## src/fsc_pkg.sv

```systemverilog
// Package: constants and carrier types for the fast system call unit
package fsc_pkg;

  // Selector offsets added to the enter selector
  localparam logic [15:0] FSC_ENTER_SS_OFS   = 16'h0008;
  localparam logic [15:0] FSC_EXIT32_CS_OFS  = 16'h0010;
  localparam logic [15:0] FSC_EXIT32_SS_OFS  = 16'h0018;
  localparam logic [15:0] FSC_EXIT64_CS_OFS  = 16'h0020;
  localparam logic [15:0] FSC_EXIT64_SS_OFS  = 16'h0028;
  // Selector offsets for fast call / fast return
  localparam logic [15:0] FSC_CALL_SS_OFS    = 16'h0008;
  localparam logic [15:0] FSC_RET64_CS_OFS   = 16'h0010;
  localparam logic [15:0] FSC_RET_SS_OFS     = 16'h0008;

  // Call selector register field positions
  localparam int FSC_CALL_SEL_LSB = 32;
  localparam int FSC_RET_SEL_LSB  = 48;

  // Forced flat segment attributes
  localparam logic [63:0] FSC_FLAT_BASE  = 64'h0000_0000_0000_0000;
  localparam logic [31:0] FSC_FLAT_LIMIT = 32'h0fff_ffff;

  // Privilege levels
  localparam logic [1:0] FSC_CPL_KERNEL = 2'h0;
  localparam logic [1:0] FSC_CPL_USER   = 2'h3;

  // Control register four flag positions
  localparam int FSC_CR4_TSD_BIT = 2;
  localparam int FSC_CR4_PCE_BIT = 4;

  // Feature query answer
  localparam logic [31:0] FSC_FEAT_LEAF     = 32'h8000_0001;
  localparam int          FSC_FEAT_CALL_BIT = 11;

  // Canonical address width
  localparam int FSC_VADDR_BITS = 48;

  // Model register indices
  localparam logic [31:0] FSC_MSR_ENTER_CS  = 32'h0000_0174;
  localparam logic [31:0] FSC_MSR_ENTER_SP  = 32'h0000_0175;
  localparam logic [31:0] FSC_MSR_ENTER_IP  = 32'h0000_0176;
  localparam logic [31:0] FSC_MSR_CALL_SEL  = 32'hc000_0081;
  localparam logic [31:0] FSC_MSR_LONG_TGT  = 32'hc000_0082;
  localparam logic [31:0] FSC_MSR_FLAG_MASK = 32'hc000_0084;

  // Operations presented by the decoder
  typedef enum logic [4:0] {
    FSC_OP_NONE, FSC_OP_ENTER, FSC_OP_EXIT, FSC_OP_CALL, FSC_OP_RET,
    FSC_OP_MODEL_REGISTER_WRITE, FSC_OP_MODEL_REGISTER_READ, FSC_OP_GDT_LD, FSC_OP_LDT_LD, FSC_OP_TR_LD,
    FSC_OP_IDT_LD, FSC_OP_MOV_CR, FSC_OP_MSW_LD, FSC_OP_TS_CLR, FSC_OP_MOV_DR,
    FSC_OP_CACHE_INVALIDATE, FSC_OP_CACHE_WRITEBACK_INVALIDATE, FSC_OP_TLB_ENTRY_INVALIDATE, FSC_OP_HALT, FSC_OP_PERF_COUNTER_READ,
    FSC_OP_TIME_STAMP_READ, FSC_OP_FEAT, FSC_OP_MEM
  } fsc_op_type;

  // Request from the decoder
  typedef struct packed {
    fsc_op_type  op;
    logic        wide;
    logic        long_mode;
    logic        compat_mode;
    logic        prot_mode;
    logic        align_en;
    logic [1:0]  current_privilege_level;
    logic [31:0] cr4;
    logic [63:0] rcx;
    logic [63:0] rdx;
    logic [63:0] rflags;
    logic [63:0] next_rip;
    logic [31:0] msr_idx;
    logic [63:0] msr_data;
    logic [31:0] feat_leaf;
    logic        seg_type_ok;
    logic        seg_rw_ok;
    logic        seg_limit_ok;
    logic        addr_aligned;
  } fsc_req_type;

  // Resulting architectural update
  typedef struct packed {
    logic        fault;
    logic        undef;
    logic        commit;
    logic [1:0]  current_privilege_level;
    logic [15:0] cs_sel;
    logic [15:0] ss_sel;
    logic [63:0] seg_base;
    logic [31:0] seg_limit;
    logic        cs_long;
    logic [63:0] rip;
    logic        rsp_we;
    logic [63:0] rsp;
    logic        rflags_we;
    logic [63:0] rflags;
    logic        rcx_we;
    logic [63:0] rcx;
    logic        r11_we;
    logic [63:0] r11;
    logic [63:0] rd_data;
  } fsc_res_type;

endpackage : fsc_pkg

```

## src/fsc_canon.sv

```systemverilog
// Canonical-form checker for a virtual address
`timescale 1ns/1ps
module fsc_canon #(
  parameter int VBITS = 48
) (
  // Address in
  input  wire logic [63:0] addr,
  // Result
  output wire logic        canonical
);
  wire logic [63:VBITS-1] upper = addr[63:VBITS-1];
  // Upper bits must all copy the top implemented bit
  assign canonical = (&upper) | ~(|upper);
endmodule : fsc_canon

```

## src/fsc_unit.sv

```systemverilog
// Fast system call unit: privilege transitions, privilege and pointer checks
//
// Contract
// - Fast enter runs at any privilege; fast exit only at privilege 0.
// - Legacy fast enter: selector, pointers from registers; stack selector plus 8.
// - Legacy fast exit: selector plus 16 code, plus 24 stack; EDX, ECX pointers.
// - Fast enter saves nothing; fast exit uses no saved state.
// - Enter forces privilege 0, exit privilege 3; no data memory access.
// - Enter pointer registers are 64 bits; low 32 used outside long mode.
// - Long mode enter: flat base 0, limit FFFFFFF, full 64-bit pointers.
// - Wide fast exit: plus 32 code, plus 40 stack, long bit set, RDX/RCX.
// - 32-bit fast exit: compatibility mode, long bit clear, plus 16/24, EDX/ECX.
// - No fast call or return in compatibility mode; feature bit 11 reports them.
// - Fast call saves flags to R11 and next address to RCX.
// - Fast call code selector from bits 47:32, stack plus 8, long target.
// - Fast call flags become flags AND NOT flag mask.
// - Wide fast return: bits 63:48 plus 16 code, plus 8 stack, RCX, flags.
// - 32-bit fast return: bits 63:48 code, plus 8 stack, ECX, flags.
// - Writing long call target checks canonical form, faults otherwise.
// - Privileged instructions fault when privilege is not 0.
// - Control register four bits 4 and 2 govern counter reads above privilege 0; privilege 0 always reads.
// - Protected mode checks type, rights and limit of memory operands.
// - Alignment checked only at privilege 3 with alignment checking on.
`timescale 1ns/1ps
module fsc_unit (
  // Clock and reset
  input  wire logic               sys_clk,
  input  wire logic               rst,
  // Decoder request
  input  wire logic               req_valid,
  input  wire fsc_pkg::fsc_req_type req,
  // Result
  output logic                    res_valid,
  output fsc_pkg::fsc_res_type    res
);
  import fsc_pkg::*;

  ////////////////////////////////////////////////////////////////////////////
  // Model-specific registers
  logic [15:0] enter_sel_q;
  logic [63:0] fast_enter_target_pointer_q;
  logic [63:0] fast_enter_stack_pointer_q;
  logic [63:0] fast_call_selector_base_q;
  logic [63:0] long_mode_call_target_q;
  logic [63:0] flag_mask_q;
  logic        res_valid_q;
  fsc_res_type res_q;
  fsc_res_type res_d;

  ////////////////////////////////////////////////////////////////////////////
  // Decode
  wire logic is_priv;
  wire logic ctr_any_pmc;
  wire logic ctr_any_tsc;
  wire logic kernel;
  wire logic priv_fault;
  wire logic msr_canon;
  wire logic lstar_fault;
  wire logic mem_fault;
  wire logic [15:0] call_sel;
  wire logic [15:0] ret_sel;
  wire logic [63:0] enter_ip;
  wire logic [63:0] enter_sp;

  assign kernel      = (req.current_privilege_level == FSC_CPL_KERNEL);
  assign ctr_any_pmc = req.cr4[FSC_CR4_PCE_BIT];
  assign ctr_any_tsc = ~req.cr4[FSC_CR4_TSD_BIT];
  assign is_priv = (req.op inside {FSC_OP_GDT_LD, FSC_OP_LDT_LD, FSC_OP_TR_LD,
                    FSC_OP_IDT_LD, FSC_OP_MOV_CR, FSC_OP_MSW_LD, FSC_OP_TS_CLR,
                    FSC_OP_MOV_DR, FSC_OP_CACHE_INVALIDATE, FSC_OP_CACHE_WRITEBACK_INVALIDATE, FSC_OP_TLB_ENTRY_INVALIDATE,
                    FSC_OP_HALT, FSC_OP_MODEL_REGISTER_READ, FSC_OP_MODEL_REGISTER_WRITE, FSC_OP_EXIT})
                 | ((req.op == FSC_OP_PERF_COUNTER_READ) & ~ctr_any_pmc)
                 | ((req.op == FSC_OP_TIME_STAMP_READ) & ~ctr_any_tsc);
  assign priv_fault = is_priv & ~kernel;

  fsc_canon #(.VBITS(FSC_VADDR_BITS)) u_canon_msr (
    .addr      (req.msr_data),
    .canonical (msr_canon)
  );
  assign lstar_fault = (req.op == FSC_OP_MODEL_REGISTER_WRITE) & (req.msr_idx == FSC_MSR_LONG_TGT)
                     & ~msr_canon;

  // Automatic checks; alignment only in user level with checking on
  assign mem_fault = (req.op == FSC_OP_MEM) & req.prot_mode
                   & (~req.seg_type_ok | ~req.seg_rw_ok | ~req.seg_limit_ok
                      | (req.align_en & (req.current_privilege_level == FSC_CPL_USER)
                         & ~req.addr_aligned));

  assign call_sel = fast_call_selector_base_q[FSC_CALL_SEL_LSB +: 16];
  assign ret_sel  = fast_call_selector_base_q[FSC_RET_SEL_LSB +: 16];
  // Outside long mode only the low halves count
  assign enter_ip = req.long_mode ? fast_enter_target_pointer_q
                  : {32'h0000_0000, fast_enter_target_pointer_q[31:0]};
  assign enter_sp = req.long_mode ? fast_enter_stack_pointer_q
                  : {32'h0000_0000, fast_enter_stack_pointer_q[31:0]};

  ////////////////////////////////////////////////////////////////////////////
  // Result formation
  always_comb begin
    res_d           = '0;
    res_d.current_privilege_level       = req.current_privilege_level;
    res_d.seg_base  = FSC_FLAT_BASE;
    res_d.seg_limit = FSC_FLAT_LIMIT;
    if (priv_fault | lstar_fault | mem_fault) begin
      res_d.fault = 1'b1;
    end else begin
      case (req.op)
        FSC_OP_ENTER: begin
          // Nothing saved for the return path
          res_d.commit = 1'b1;
          res_d.current_privilege_level    = FSC_CPL_KERNEL;
          res_d.cs_sel = enter_sel_q;
          res_d.ss_sel = enter_sel_q + FSC_ENTER_SS_OFS;
          res_d.cs_long = req.long_mode;
          res_d.rip    = enter_ip;
          res_d.rsp_we = 1'b1;
          res_d.rsp    = enter_sp;
        end
        FSC_OP_EXIT: begin
          res_d.commit = 1'b1;
          res_d.current_privilege_level    = FSC_CPL_USER;
          res_d.rsp_we = 1'b1;
          if (req.wide) begin
            res_d.cs_sel  = enter_sel_q + FSC_EXIT64_CS_OFS;
            res_d.ss_sel  = enter_sel_q + FSC_EXIT64_SS_OFS;
            res_d.cs_long = 1'b1;
            res_d.rip     = req.rdx;
            res_d.rsp     = req.rcx;
          end else begin
            res_d.cs_sel  = enter_sel_q + FSC_EXIT32_CS_OFS;
            res_d.ss_sel  = enter_sel_q + FSC_EXIT32_SS_OFS;
            res_d.cs_long = 1'b0;
            res_d.rip     = {32'h0000_0000, req.rdx[31:0]};
            res_d.rsp     = {32'h0000_0000, req.rcx[31:0]};
          end
        end
        FSC_OP_CALL: begin
          if (req.compat_mode | ~req.long_mode) begin
            res_d.undef = 1'b1;
          end else begin
            res_d.commit    = 1'b1;
            res_d.current_privilege_level       = FSC_CPL_KERNEL;
            res_d.r11_we    = 1'b1;
            res_d.r11       = req.rflags;
            res_d.rcx_we    = 1'b1;
            res_d.rcx       = req.next_rip;
            res_d.cs_sel    = call_sel;
            res_d.ss_sel    = call_sel + FSC_CALL_SS_OFS;
            res_d.cs_long   = 1'b1;
            res_d.rip       = long_mode_call_target_q;
            res_d.rflags_we = 1'b1;
            res_d.rflags    = req.rflags & ~flag_mask_q;
          end
        end
        FSC_OP_RET: begin
          // Same privilege gate as fast exit; the return is kernel-only
          if (req.compat_mode | ~req.long_mode) begin
            res_d.undef = 1'b1;
          end else if (!kernel) begin
            res_d.fault = 1'b1;
          end else begin
            res_d.commit    = 1'b1;
            res_d.current_privilege_level       = FSC_CPL_USER;
            res_d.ss_sel    = ret_sel + FSC_RET_SS_OFS;
            res_d.rflags_we = 1'b1;
            res_d.rflags    = req.rflags;
            if (req.wide) begin
              res_d.cs_sel  = ret_sel + FSC_RET64_CS_OFS;
              res_d.cs_long = 1'b1;
              res_d.rip     = req.rcx;
            end else begin
              res_d.cs_sel  = ret_sel;
              res_d.cs_long = 1'b0;
              res_d.rip     = {32'h0000_0000, req.rcx[31:0]};
            end
          end
        end
        FSC_OP_MODEL_REGISTER_READ: begin
          res_d.commit = 1'b1;
          case (req.msr_idx)
            FSC_MSR_ENTER_CS:  res_d.rd_data = {48'h0, enter_sel_q};
            FSC_MSR_ENTER_SP:  res_d.rd_data = fast_enter_stack_pointer_q;
            FSC_MSR_ENTER_IP:  res_d.rd_data = fast_enter_target_pointer_q;
            FSC_MSR_CALL_SEL:  res_d.rd_data = fast_call_selector_base_q;
            FSC_MSR_LONG_TGT:  res_d.rd_data = long_mode_call_target_q;
            FSC_MSR_FLAG_MASK: res_d.rd_data = flag_mask_q;
            default:           res_d.rd_data = '0;
          endcase
        end
        FSC_OP_FEAT: begin
          res_d.commit = 1'b1;
          if (req.feat_leaf == FSC_FEAT_LEAF) begin
            res_d.rd_data[FSC_FEAT_CALL_BIT] = 1'b1;
          end
        end
        FSC_OP_NONE: begin
          res_d.commit = 1'b0;
        end
        default: begin
          res_d.commit = 1'b1;
        end
      endcase
    end
  end

  ////////////////////////////////////////////////////////////////////////////
  // Model register writes; a faulting write changes nothing
  wire logic msr_we = req_valid & (req.op == FSC_OP_MODEL_REGISTER_WRITE) & kernel & ~lstar_fault;

  always_ff @(posedge sys_clk) begin
    if (rst) begin
      enter_sel_q                 <= 16'h0000;
      fast_enter_target_pointer_q <= 64'h0;
      fast_enter_stack_pointer_q  <= 64'h0;
      fast_call_selector_base_q   <= 64'h0;
      long_mode_call_target_q     <= 64'h0;
      flag_mask_q                 <= 64'h0;
    end else if (msr_we) begin
      case (req.msr_idx)
        FSC_MSR_ENTER_CS:  enter_sel_q                 <= req.msr_data[15:0];
        FSC_MSR_ENTER_SP:  fast_enter_stack_pointer_q  <= req.msr_data;
        FSC_MSR_ENTER_IP:  fast_enter_target_pointer_q <= req.msr_data;
        FSC_MSR_CALL_SEL:  fast_call_selector_base_q   <= req.msr_data;
        FSC_MSR_LONG_TGT:  long_mode_call_target_q     <= req.msr_data;
        FSC_MSR_FLAG_MASK: flag_mask_q                 <= req.msr_data;
        default:           flag_mask_q                 <= flag_mask_q;
      endcase
    end
  end

  ////////////////////////////////////////////////////////////////////////////
  // Registered result, one cycle after the request
  always_ff @(posedge sys_clk) begin
    if (rst) begin
      res_valid_q <= 1'b0;
      res_q       <= '0;
    end else begin
      res_valid_q <= req_valid;
      res_q       <= res_d;
    end
  end

  assign res_valid = res_valid_q;
  assign res       = res_q;

endmodule : fsc_unit

```

## config.mk

```make
export PLATFORM = sky130hd
export DESIGN_NAME = fsc_unit
export DESIGN_NICKNAME = d
export VERILOG_FILES = /design/src/fsc_pkg.sv /design/src/fsc_canon.sv /design/src/fsc_unit.sv
export SDC_FILE = /design/constraint.sdc
export NUM_CORES = 1
export LEC_CHECK = 0
export BUFFER_PORTS_ARGS = -buffer_cell sky130_fd_sc_hd__buf_2
export CORE_AREA = 2 2 377 379
export DETAILED_ROUTE_END_ITERATION = 12
export DIE_AREA = 0 0 379 381
export PLACE_DENSITY = 0.41
export SETUP_SLACK_MARGIN = 0.15
export SYNTH_ARGS = -nofsm -noshare
export SYNTH_HDL_FRONTEND = slang
export SYNTH_SLANG_ARGS = --single-unit
```

## constraint.sdc

```tcl
create_clock -name sys_clk -period 8.9 [get_ports sys_clk]
set_input_delay 1.78 -clock sys_clk [delete_from_list [all_inputs] [get_ports sys_clk]]
set_output_delay 1.78 -clock sys_clk [all_outputs]
set_load 0.01 [all_outputs]
```

==> parameters.txt <==
Parameter                              Value

Synth
  Share of the synthesized area in compound gates (AO/OA/AOI/OAI)    21.48%
  Multiplexer area fraction after synthesis    1.655%
  Post-Syn Instances    3652
  Largest family of logic cells by synthesized area    compound AO/OA/AOI/OAI gates
  Flops & latches, synth    760
  Post-Syn Area per Cell    8.634 um2
  Synth unique cells    62
  Xor and xnor fraction of the mapped netlist area    1.139%
  Count of synthesis-stage warnings from yosys    0
  Area share of fa/ha/maj cells after synthesis    0.3413%
  Most used flip-flop cell after synthesis    sky130_fd_sc_hd__dfxtp_1
  Sequential fraction of the synthesis area    48.25%
  Number of synthesized flops with an enable pin    0
  Post-synthesis share of cell area spent on and, or, nand and nor gates    19.68%
  Cell Area, Synth    31530 um2
  Share of flip-flops with an asynchronous set or reset after synthesis    0%

Clocking
  Htree depth    3
  Clock transition at the registers of the reported paths    0.06 ns
  Clock tree buffer depth    3
  Clock insertion delay at the later pin of the skew report    0.73 ns
  TritonCTS clock tree    built
  Post-CTS Hold Buffers    0
  Clk sink count    760
  Total of cells resized after clock tree synthesis    0
  Clock tree root buffer cell    sky130_fd_sc_hd__clkbuf_16
  Number of buffers created by CTS    95
  Number of setup buffers added after CTS    0

Timing
  Slack of the critical path    3.797 ns
  Max-slew violation count    0
  Relative slew margins    23.06%
  Portion of the clock cycle consumed by the worst path in the final layout    57.34%
  Least-Margin Pin Slew    1.154 ns
  Final worst clock skew    0.04670 ns
  Setup repair after global routing missed its margin    false
  Final setup violating endpoints    0
  Min Clock Period, post-route    5.103 ns
  Max Clk Rate    196.0 MHz
  Setup TNS    0 ns
  Hold Vio Cnt, Final    0

Routing
  Vias post-DR    32.42k
  Count of routing violations after the opening detailed-route iteration    3141
  Number of nets still failing antenna checks after routing    0
  Average vias per placed instance    5.216
  Number of remaining DRC errors    0
  WL/cell    29.21 um
  DR pass1 iterations    7
  Wirelength, routed    181600 um

GRT
  Largest net degree at the start of global routing    149
  Wire length of the first global-routing pass    246400 um
  Number of antenna violations at the first check in global routing    44
  Global route overflow    0
  Via count of the first global-routing pass    30.86k
  Overall global routing resource usage    23.86%

Pwr
  Power Density    200.6 nW/um2
  Maximum ir drop on the vdd rail    0.1186 mV
  Leakage    14.91 nW

Layout
  Number of filler cells placed in the layout    15.31k
  Most common library cell in the layout ignoring fill and taps    sky130_fd_sc_hd__buf_2
  Share of layout cells above drive strength 1    25.85%
  Synth-to-layout area growth    27.88%
  Commonest non-fill, non-tap cells in the layout    858 x sky130_fd_sc_hd__buf_2, 760 x sky130_fd_sc_hd__dfxtp_1, 386 x sky130_fd_sc_hd__a21oi_1
  Area of the multi-input gates    14370 um2
  Sequential standard cell area    15210 um2
  Number of nets in the finished design    4676

Critical path
  Required time at the worst-slack endpoint    9.54 ns
  Cell count of the worst reg-to-reg path    6
  Minimum setup slack among reg-to-reg paths    6.35 ns
  Nature of the critical path startpoint    input port
  Startpoint of the worst-slack reg-to-reg timing path    enter_sel_q[5]
  Class of the most critical setup path    in -> reg
  Data arrival, critical path    5.74 ns
  Largest fanout of any net on the critical path    48
  Critical Path End Type    flip-flop
  End of the worst register-to-register path    res[493]

Die
  Total core area    140600 um2
  Effective utilization at floorplan    22.43%
  Boundary pin count    958
  Std-Cell Rows    138
  Die area    144400 um2
  Floorplan die height    381 um
  Die width    379 um

Min path
  Kind of path behind the tightest hold check    reg -> reg
  Worst Min Path Start    fast_enter_target_pointer_q[44]
  Min-Delay Path Depth    2
  Worst-case hold path end point    fast_enter_target_pointer_q[44]

Job
  Max cap viols    0

Status
  Status    finished, final reports clean

Placement
  Port Buffer Count    859
  DP HPWL    125200 um
  Routability Congestion    0.8456
  Worst slack at placement    3.106 ns
==> critical path, cell delays in order <==
cell and delay [ns]:
sky130_fd_sc_hd__buf_2 0.33, sky130_fd_sc_hd__nor2b_1 0.54, sky130_fd_sc_hd__nand4_1 0.48, sky130_fd_sc_hd__nor3_1 0.74
sky130_fd_sc_hd__o211a_4 0.98, sky130_fd_sc_hd__buf_4 0.52, sky130_fd_sc_hd__mux2i_1 0.23
==> through the flow <==
stage	util, %	hold slack, ns	std cells	area, um2	power (mW)
after floorplan	-	0.4418	3719	31780	3.642
after global placement	26.18	0.4531	6026	36800	3.827
after detailed placement	26.18	0.4622	6026	36800	3.827
after CTS	28.66	0.4707	6200	40280	8.217
after global routing	28.67	0.4889	6207	40300	8.350
final	28.69	0.4677	6216	40320	8.088
==> synthesized netlist by cell type (all sizes together) (2+ instances only) <==
cell | count | share of area, %
a211oi | 2 | 0.048
a21boi | 2 | 0.048
a21oi | 386 | 6.1
a221oi | 6 | 0.17
a222oi | 114 | 3.6
a22o | 104 | 2.9
a22oi | 70 | 1.7
a31oi | 9 | 0.18
a32oi | 24 | 0.67
and2 | 8 | 0.16
and3 | 6 | 0.12
and4 | 6 | 0.17
and4b | 2 | 0.063
buf | 153 | 3.2
clkbuf | 350 | 4.2
dfxtp | 760 | 48
ha | 7 | 0.28
inv | 8 | 0.095
mux2i | 51 | 1.6
nand2 | 376 | 4.5
nand2b | 8 | 0.16
nand3 | 217 | 3.4
nand4 | 84 | 1.7
nand4b | 2 | 0.056
nor2 | 173 | 2.1
nor2b | 4 | 0.079
nor3 | 52 | 0.83
nor3b | 4 | 0.11
nor4 | 101 | 2.1
nor4b | 131 | 3.6
nor4bb | 2 | 0.063
o21a | 7 | 0.17
o21ai | 324 | 5.1
o22a | 5 | 0.14
o22ai | 17 | 0.34
or2 | 3 | 0.060
or3 | 9 | 0.18
or4 | 8 | 0.19
xnor2 | 23 | 0.64
xor2 | 18 | 0.50
==> how the worst max path moves through the flow <==
stage                  start                          end  slack (ns)  cells past startpoint
floorplan           req[428]                     res[493]        4.28                     12
global placement    req[100]  long_mode_call_target_q[12]        3.10                      7
detailed placement  req[100]  long_mode_call_target_q[12]        3.11                      7
CTS                 req[100]  long_mode_call_target_q[22]        3.88                      7
global route        req[100]   long_mode_call_target_q[5]        3.74                      7
finish              req[100]  long_mode_call_target_q[12]        3.80                      7
==> registers in the layout (all words and copies together), names as in the netlist <==
register,cells
enter_sel_q,16
fast_call_selector_base_q,64
fast_enter_stack_pointer_q,64
fast_enter_target_pointer_q,64
flag_mask_q,64
long_mode_call_target_q,64
res,423
res_valid,1
==> report_power, final <==
group | total (mW) | internal (mW) | switching (mW)
clock network | 4.33 | 2.63 | 1.70
registers | 3.41 | 3.41 | 0.00221
logic | 0.347 | 0.105 | 0.242
==> layout make-up <==
type	count	area share, %
Multi-Input combinational cell	2447	35.63
Sequential cell	760	37.73
Clock inverter	39	1.896
Antenna cell	16	0.09930
Inverter	9	0.08999
Timing Repair Buffer	920	11.95
Tap cell	1890	5.865
Clock buffer	135	6.740
==> layer usage <==
layer / wire length, um / track usage, %
met1: 73770 / 29.72
met2: 85630 / 39.59
met3: 14420 / 5.232
met4: 7517 / 9.730
met5: 223 / 0
==> cell families (layout without fill, tap and decap cells) <==
group / after synthesis / after routing
xor gates and xnor gates: 41 / 41
adders and majority gates: 8 / 8
muxes: 52 / 52
other: 1 / 84
and+or+nand+nor: 1198 / 1198
buffers and inverters: 512 / 1103
AOI/OAI and AO/OA: 1080 / 1080
DFF: 760 / 760
No activity file was read; power rests on OpenSTA's default activity.
